File: config.mk
export PLATFORM = sky130hd
export DESIGN_NAME = cmcc_core_control
export DESIGN_NICKNAME = d
export VERILOG_FILES = /design/src/hdl/cmcc_pkg.sv /design/src/hdl/cmcc_core_control.sv /design/src/hdl/cmcc_line_decoder.sv
export SDC_FILE = /design/constraint.sdc
export NUM_CORES = 1
export LEC_CHECK = 0
export BUFFER_PORTS_ARGS = -buffer_cell sky130_fd_sc_hd__buf_4
export CAP_MARGIN = 25
export CORE_UTILIZATION = 49
export CTS_CLUSTER_DIAMETER = 120
export DETAILED_ROUTE_END_ITERATION = 16
export GPL_TIMING_DRIVEN = 0
export PLACE_DENSITY = 0.78
export SETUP_SLACK_MARGIN = 0.1
export SYNTH_ARGS = -nofsm -noshare
export SYNTH_HDL_FRONTEND = slang
export SYNTH_HIERARCHICAL = 1
export SYNTH_SLANG_ARGS = --single-unit
File: constraint.sdc
create_clock -name clk_sys -period 2 [get_ports clk_sys]
set_input_delay 0.4 -clock clk_sys [delete_from_list [all_inputs] [get_ports clk_sys]]
set_output_delay 0.4 -clock clk_sys [all_outputs]
set_load 0.05 [all_outputs]
File: src/hdl/cmcc_pkg.sv
`default_nettype none
package cmcc_pkg;
    localparam int ADDR_W         = 12;
    localparam int WORDS          = 4096;
    localparam int DATA_W         = 24;
    localparam int WORD_W         = 25;
    localparam int SEL_W          = 6;
    localparam int LINES          = 64;
    localparam int SWITCHES       = 16;
    localparam int GRP_W          = 3;
    localparam int X_LSB          = 0;
    localparam int Y_LOWER_LSB    = 6;
    localparam int Y_UPPER_LSB    = 9;
    localparam int PARITY_BIT     = 24;
    localparam int CLK_HZ         = 20_000_000;
    localparam int ACCESS_NS      = 1000;
    localparam int CYCLE_NS       = 4000;
    // Longest times round down
    localparam int ACCESS_CYC     = (ACCESS_NS * (CLK_HZ / 1_000_000)) / 1000;
    localparam int CYCLE_CYC      = (CYCLE_NS * (CLK_HZ / 1_000_000)) / 1000;
    localparam int SELECT_CYC     = 2;
    localparam int READ_CYC       = ACCESS_CYC - SELECT_CYC - 1;
    localparam int INHIBIT_CYC    = 2;
    localparam int WRITE_CYC      = CYCLE_CYC - ACCESS_CYC - INHIBIT_CYC;
    localparam int CNT_W          = 8;

    typedef enum logic {
        CMCC_READ_RESTORE = 1'b0,
        CMCC_CLEAR_WRITE  = 1'b1
    } cmcc_mode_t;

    typedef struct packed {
        logic [ADDR_W-1:0] addr;
        cmcc_mode_t        mode;
        logic [WORD_W-1:0] wrData;
    } cmcc_req_t;

    typedef struct packed {
        logic [LINES-1:0]  xLine;
        logic [LINES-1:0]  yLine;
        logic [SWITCHES-1:0] xSwitch;
        logic [SWITCHES-1:0] ySwitch;
        logic              readCurrent;
        logic              writeCurrent;
        logic [WORD_W-1:0] inhibit;
    } cmcc_drive_t;
endpackage : cmcc_pkg
`default_nettype wire

File: src/hdl/cmcc_core_control.sv
// Functional notes
// - A 12-bit address selects one of 4096 words per access.
// - Six bits pick the Y line via upper and lower 3-bit decoders, sixteen switches.
// - Remaining six bits pick one of 64 X lines via sixteen switches.
// - Read currents enable only after X and Y selection completes.
// - Read clears the word; sense appears only where a one was stored.
// - Amplified sense bits are strobed into the 25-bit word capture register.
// - Read-restore rewrites the captured word: inhibit zeros, then write currents.
// - Clear-write stores requester data, loaded before inhibit and write currents.
// - Each word holds 24 data bits and one parity bit.
// - Read data within 1 us of start; full cycle takes 4 us.
`default_nettype none
module cmcc_core_control #(
    parameter int ACCESS_CYC = cmcc_pkg::ACCESS_CYC,
    parameter int CYCLE_CYC  = cmcc_pkg::CYCLE_CYC
) (
    input  wire logic                           clk_sys,
    input  wire logic                           rst,
    input  wire logic                           clkEn,
    input  wire logic                           reqValid,
    input  wire cmcc_pkg::cmcc_req_t            req,
    input  wire logic [cmcc_pkg::WORD_W-1:0]    senseIn,
    output logic                                reqReady,
    output logic                                dataValid,
    output logic      [cmcc_pkg::WORD_W-1:0]    rdData,
    output logic                                cycleDone,
    output cmcc_pkg::cmcc_drive_t               drive
);
    localparam int RD_CYC  = ACCESS_CYC - cmcc_pkg::SELECT_CYC - 1;
    localparam int WR_CYC  = CYCLE_CYC - ACCESS_CYC - cmcc_pkg::INHIBIT_CYC;

    if (RD_CYC < 2 || WR_CYC < 1 || CYCLE_CYC >= (1 << cmcc_pkg::CNT_W)) begin : g_bad_timing
        $error("cmcc_core_control: cycle timing cannot be served");
    end

    typedef enum logic [2:0] {
        CMCC_IDLE    = 3'b000,
        CMCC_SELECT  = 3'b001,
        CMCC_READ    = 3'b011,
        CMCC_STROBE  = 3'b010,
        CMCC_INHIBIT = 3'b110,
        CMCC_WRITE   = 3'b111,
        CMCC_DONE    = 3'b101
    } cmcc_state_t;

    cmcc_state_t                       state_q,   state_d;
    logic [cmcc_pkg::CNT_W-1:0]        cnt_q,     cnt_d;
    logic [cmcc_pkg::ADDR_W-1:0]       addr_q,    addr_d;
    cmcc_pkg::cmcc_mode_t              mode_q,    mode_d;
    logic [cmcc_pkg::WORD_W-1:0]       capture_q, capture_d;
    logic [cmcc_pkg::WORD_W-1:0]       wrHold_q,  wrHold_d;
    logic                              ready_q,   ready_d;
    logic                              valid_q,   valid_d;
    logic                              done_q,    done_d;
    cmcc_pkg::cmcc_drive_t             drive_q,   drive_d;
    logic [cmcc_pkg::LINES-1:0]        xHot,      yHot;
    logic [cmcc_pkg::SWITCHES-1:0]     xSw,       ySw;

    // Y: upper and lower decoders each take three bits
    cmcc_line_decoder #(.GRP_W(cmcc_pkg::GRP_W)) u_y_dec (
        .upperSel     (addr_q[cmcc_pkg::Y_UPPER_LSB +: cmcc_pkg::GRP_W]),
        .lowerSel     (addr_q[cmcc_pkg::Y_LOWER_LSB +: cmcc_pkg::GRP_W]),
        .lineOneHot   (yHot),
        .switchOneHot (ySw)
    );

    // X: the remaining six bits
    cmcc_line_decoder #(.GRP_W(cmcc_pkg::GRP_W)) u_x_dec (
        .upperSel     (addr_q[cmcc_pkg::X_LSB + cmcc_pkg::GRP_W +: cmcc_pkg::GRP_W]),
        .lowerSel     (addr_q[cmcc_pkg::X_LSB +: cmcc_pkg::GRP_W]),
        .lineOneHot   (xHot),
        .switchOneHot (xSw)
    );

    always_comb begin
        state_d   = state_q;
        cnt_d     = cnt_q;
        addr_d    = addr_q;
        mode_d    = mode_q;
        capture_d = capture_q;
        wrHold_d  = wrHold_q;
        ready_d   = ready_q;
        valid_d   = 1'b0;
        done_d    = 1'b0;
        drive_d   = drive_q;
        unique case (state_q)
            CMCC_IDLE: begin
                drive_d = '0;
                if (reqValid && ready_q) begin
                    // Whole address latched: one word of 4096 per access
                    addr_d   = req.addr;
                    mode_d   = req.mode;
                    wrHold_d = req.wrData;
                    ready_d  = 1'b0;
                    cnt_d    = cmcc_pkg::CNT_W'(cmcc_pkg::SELECT_CYC - 1);
                    state_d  = CMCC_SELECT;
                end
            end
            CMCC_SELECT: begin
                drive_d.xLine   = xHot;
                drive_d.yLine   = yHot;
                drive_d.xSwitch = xSw;
                drive_d.ySwitch = ySw;
                if (cnt_q == '0) begin
                    // Lines settled before any read current flows
                    drive_d.readCurrent = 1'b1;
                    // Strobe cycle closes the read phase, so data stands before ACCESS_CYC
                    cnt_d   = cmcc_pkg::CNT_W'(RD_CYC - 2);
                    state_d = CMCC_READ;
                end else begin
                    cnt_d = cnt_q - 1'b1;
                end
            end
            CMCC_READ: begin
                // Read current drives all cores of the word to zero
                if (cnt_q == '0) begin
                    drive_d.readCurrent = 1'b0;
                    state_d = CMCC_STROBE;
                end else begin
                    cnt_d = cnt_q - 1'b1;
                end
            end
            CMCC_STROBE: begin
                // Only ones produce sense output, so the strobe is the old word
                capture_d = senseIn;
                valid_d   = 1'b1;
                cnt_d     = cmcc_pkg::CNT_W'(cmcc_pkg::INHIBIT_CYC - 1);
                state_d   = CMCC_INHIBIT;
                // Clear-write data replaces the read value before inhibit
                if (mode_q == cmcc_pkg::CMCC_CLEAR_WRITE) begin
                    drive_d.inhibit = ~wrHold_q;
                end else begin
                    drive_d.inhibit = ~senseIn;
                end
            end
            CMCC_INHIBIT: begin
                if (cnt_q == '0) begin
                    // Write currents only after inhibit is in place
                    drive_d.writeCurrent = 1'b1;
                    cnt_d   = cmcc_pkg::CNT_W'(WR_CYC - 1);
                    state_d = CMCC_WRITE;
                end else begin
                    cnt_d = cnt_q - 1'b1;
                end
            end
            CMCC_WRITE: begin
                if (cnt_q == '0) begin
                    drive_d = '0;
                    state_d = CMCC_DONE;
                end else begin
                    cnt_d = cnt_q - 1'b1;
                end
            end
            CMCC_DONE: begin
                // Cycle ends 4 us after acceptance; reopen only now
                done_d  = 1'b1;
                ready_d = 1'b1;
                state_d = CMCC_IDLE;
            end
            default: begin
                drive_d = '0;
                ready_d = 1'b1;
                state_d = CMCC_IDLE;
            end
        endcase
    end

    // Capture register is written only in the strobe state, so it holds
    // unchanged through inhibit and write
    always_ff @(posedge clk_sys) begin
        if (rst) begin
            state_q   <= CMCC_IDLE;
            cnt_q     <= '0;
            addr_q    <= '0;
            mode_q    <= cmcc_pkg::CMCC_READ_RESTORE;
            capture_q <= '0;
            wrHold_q  <= '0;
            ready_q   <= 1'b1;
            valid_q   <= 1'b0;
            done_q    <= 1'b0;
            drive_q   <= '0;
        end else if (clkEn) begin
            state_q   <= state_d;
            cnt_q     <= cnt_d;
            addr_q    <= addr_d;
            mode_q    <= mode_d;
            capture_q <= capture_d;
            wrHold_q  <= wrHold_d;
            ready_q   <= ready_d;
            valid_q   <= valid_d;
            done_q    <= done_d;
            drive_q   <= drive_d;
        end
    end

    assign reqReady  = ready_q;
    assign dataValid = valid_q;
    assign rdData    = capture_q;
    assign cycleDone = done_q;
    assign drive     = drive_q;
endmodule : cmcc_core_control
`default_nettype wire

File: src/hdl/cmcc_line_decoder.sv
`default_nettype none
// One-hot line select built from two 3-bit group decoders; also names the
// read-write switch of each group pair used by the line.
module cmcc_line_decoder #(
    parameter int GRP_W = 3
) (
    input  wire logic [GRP_W-1:0]          upperSel,
    input  wire logic [GRP_W-1:0]          lowerSel,
    output logic      [(1<<(2*GRP_W))-1:0] lineOneHot,
    output logic      [(1<<(GRP_W+1))-1:0] switchOneHot
);
    localparam int N = 1 << GRP_W;

    if (GRP_W < 1 || GRP_W > 4) begin : g_bad_grp
        $error("cmcc_line_decoder: GRP_W out of range");
    end

    logic [N-1:0] upperHot;
    logic [N-1:0] lowerHot;

    genvar i, j;
    generate
        for (i = 0; i < N; i++) begin : g_grp
            assign upperHot[i] = (upperSel == GRP_W'(i));
            assign lowerHot[i] = (lowerSel == GRP_W'(i));
            // Upper group drives a source switch, lower group a sink switch
            assign switchOneHot[i]     = upperHot[i];
            assign switchOneHot[N + i] = lowerHot[i];
            for (j = 0; j < N; j++) begin : g_line
                assign lineOneHot[i*N + j] = upperHot[i] & lowerHot[j];
            end
        end
    endgenerate
endmodule : cmcc_line_decoder
`default_nettype wire

==> impl_metrics.yaml <==
detailed_routing:
  vias: 11700
  drt_iter0_markers: 1060
  ant_nets: 0
  wirelength_um: 39400
  viasPerCell: 5.51
  routedWlPerCell_um: 18.6
  drcViolationCount: 0
  dr.pass1.iters: 5
floorplanning:
  die_area_um2: 24700
  initial_utilization: 0.502
  io_pins: 282
  die_h_um: 157
  coreArea_um2: 23500
  row_count: 56
  die_w_um: 157
global_routing:
  grtUsageMet1: 0.367
  grt_use_met2: 0.471
  busiest_layer: "met2"
  met3_usage: 0.0487
  grt_start_max_net_pins: 14
  antenna_found_initial: 0
  track_usage: 0.290
  grt_overflow: 0
  grt_pass1_vias: 10800
  grt_pass1_wl_um: 56400
synthesis:
  synth_ff_type: "dfxtp_1"
  yosys_warnings: 6
  synthCells: 1424
  synth.most_common_cell: "nand2_1"
  synth.distinct_cells: 59
  syn-num-nets: 1494
  syn_area_um2: 11800
  ys_seq_area_frac: 0.448
  synth-edff-count: 0
  syn_area_per_cell_um2: 8.29
  synth_top_area_frac: 0.448
  synth_top_area_cell: "dfxtp_1"
  synth_commonest_cells: "nand2_1 (456), dfxtp_1 (264), mux2i_1 (187)"
  async_flop_share: 0
  synth_area_leaders: "dfxtp_1 (45%), mux2i_1 (16%), nand2_1 (14%), nor2_1 (4.6%), a21oi_1 (3.2%)"
  ys_seq_elements: 264
power:
  p_clk_frac: 0.412
  total_power_mw: 13.0
  cellInternalPower_mw: 9.55
  power_frac_seq: 0.418
  swShare: 0.266
  p_switching_mw: 3.45
  p_comb_frac: 0.170
  p_per_area_nw_per_um2: 786
  ir_drop_uv: 741
  leakage_nw: 7.06
clocking:
  clk_latency_ns: 0.55
  cts-root-buf: "clkbuf_16"
  cts_made_buffers: 28
  cts_max_level: 1
  path_clk_slew_ns: 0.06
  cts_sinks: 264
  clk_path_buf_depth: 3
  cts_tree: "done"
hold_path:
  hp-class: "in2reg"
finish:
  multiInputGateArea_um2: 6070
  final_cells: 2122
  seq_area_um2: 5300
  finish.instance_area_um2: 16500
  fillers: 1846
  syn_to_final_growth_pct: 40.0
  final_util: 0.702
  drive_above_1_share: 0.286
  n_antenna_cell: 0
  nets: 1854
timing:
  slew_headroom: 0.498
  setup_ws_ns: -0.0748
  fin_crit_ns: 2.07
  rsz0062_at_grt: "yes"
  post-route-period-util: 1.04
  slew_viol_final: 0
  fmax_mhz: 482
  fin_tns_setup_ns: -1.50
  worst_pin_slew_ns: 0.753
  finalClockSkew_ns: 0.0142
  hold_viol_final: 0
  setup_viol: 30
placed_design:
  place_area_um2: 14400
  gp_congestion: 0.924
  dpl.hpwl_um: 26200
  io_buffer_count: 280
  placed_cells: 2023
critical_path:
  cp_max_fo: 8
  worstSetupPathType: "reg2reg"
  cp_slowest_stage_delay_ns: 0.57
  worstPathCellList: "or4_4 > buf_8 > o31ai_4 > a21oi_4 > buf_6 > a22o_1"
  crit_path_start_kind: "register"
  crit_path_end_kind: "register"
  cp_slowest_cell: "or4_4"
  worstPathArrival_ns: 2.51
  critical_path_required_ns: 2.43
run_status:
  status: "finished, violations left"
  violations: "setup timing"
run:
  max_cap_viol_count: 0
==> flip-flops by register name (all words and copies together) (netlist names), named ones only <==
signal,cells
addr_q,12
cycleDone,1
reqReady,1
drive,187
wrHold_q,25
cnt_q,8
rdData,25
dataValid,1
mode_q,1
state_q,2
==> layer usage <==
layer | wire, µm | vias up
met4 | 2090 | 0
met5 | 0 | -
met1 | 15800 | 5557
met2 | 18500 | 554
li1 | - | 5456
met3 | 2980 | 132
==> final timing paths <==
| kind | from | to | slack [ns] | cells after the start |
|---|---|---|---|---|
| setup / recovery | cnt_q[2]$_SDFFE_PP0P_ | drive[18]$_SDFFE_PP0P_ | -0.07 | 6 |
| hold / removal | req[27] | addr_q[1]$_SDFFE_PP0P_ | 0.10 | 3 |
| setup reg to reg | cnt_q[2]$_SDFFE_PP0P_ | drive[18]$_SDFFE_PP0P_ | -0.07 | 6 |
| hold reg to reg | rdData[9]$_SDFFE_PP0P_ | rdData[9]$_SDFFE_PP0P_ | 0.46 | 2 |
==> layout make-up <==
| cell class | count | area share |
|---|---|---|
| timing repair buffer | 330 | 0.172 |
| sequential | 264 | 0.321 |
| clock buffer | 41 | 0.0521 |
| multi-input combinational | 1029 | 0.367 |
| buffer | 124 | 0.0566 |
| tap | 319 | 0.0241 |
| clock inverter | 8 | 0.00560 |
| inverter | 7 | 0.00174 |
==> placed cells by master (no fill, tap or decap), types with 3 or more instances in the layout <==
cell	synthesis	layout
clkbuf_1	58	44
or4b_4	6	6
nor2_1	144	140
clkbuf_16	0	46
buf_8	0	5
dfxtp_1	264	258
inv_1	7	5
and3_1	5	5
nand3_1	5	4
a22o_1	25	25
clkbuf_4	0	5
mux2i_1	187	185
o21ai_0	8	7
or4_4	3	3
nor3b_1	13	12
buf_12	0	18
clkbuf_2	0	12
nor2_4	0	3
buf_4	2	315
clkbuf_8	0	9
buf_6	14	13
nor3_1	10	8
and3b_1	8	8
clkinv_2	0	5
nand4b_1	8	8
nand4bb_1	12	12
dfxtp_4	0	4
nand2b_1	7	6
a21oi_1	76	73
nand2_1	456	456
nand4_1	6	6
buf_2	48	27
==> power by group through the flow <==
stage / logic [mW] / clock network (mW) / registers [mW]
finish: 2.21 / 5.36 / 5.44
global route: 2.31 / 5.63 / 5.45
CTS: 1.81 / 5.40 / 5.43
detailed placement: 1.61 / 0 / 5.55
global placement: 1.59 / 0 / 5.55
floorplan: 1.02 / 0 / 5.65
==> through the flow <==
| step | setup slack (ns) | hold WS, ns |
|---|---|---|
| final | -0.0748 | 0.101 |
| after global routing | -0.0747 | 0.0953 |
| after CTS | 0.00420 | 0.0889 |
| after detailed placement | -0.412 | 0.447 |
| after global placement | -0.405 | 0.444 |
| after floorplan | 0.0963 | 0.436 |
==> what timing repair did <==
item / 4_1_cts / 5_1_grt
resized for setup: 91 / 68
cloned: 3 / 17
buffers inserted: 17 / 13
pin swaps: 29 / 18
hold buffers: 0 / 0
setup endpoints to repair: 237 / 242
==> critical path, delay by kind of cell (launching register included) <==
kind,cells,cell delay (ns)
flops,1,0.36
compound gates,3,0.69
simple gates,1,0.57
buf+inv,2,0.33
==> cell families (layout without fill, tap and decap cells) <==
group           count (synthesis)  count (layout)  synth area share
xor+xnor                        1               1          0.000742
mux                           189             189             0.160
fa+ha+maj                       3               3           0.00318
flops                         264             264             0.448
simple gates                  703             703             0.261
buf+inv                       131             510            0.0563
compound gates                133             133            0.0711
Note: power is estimated with default switching activity, not from simulation.
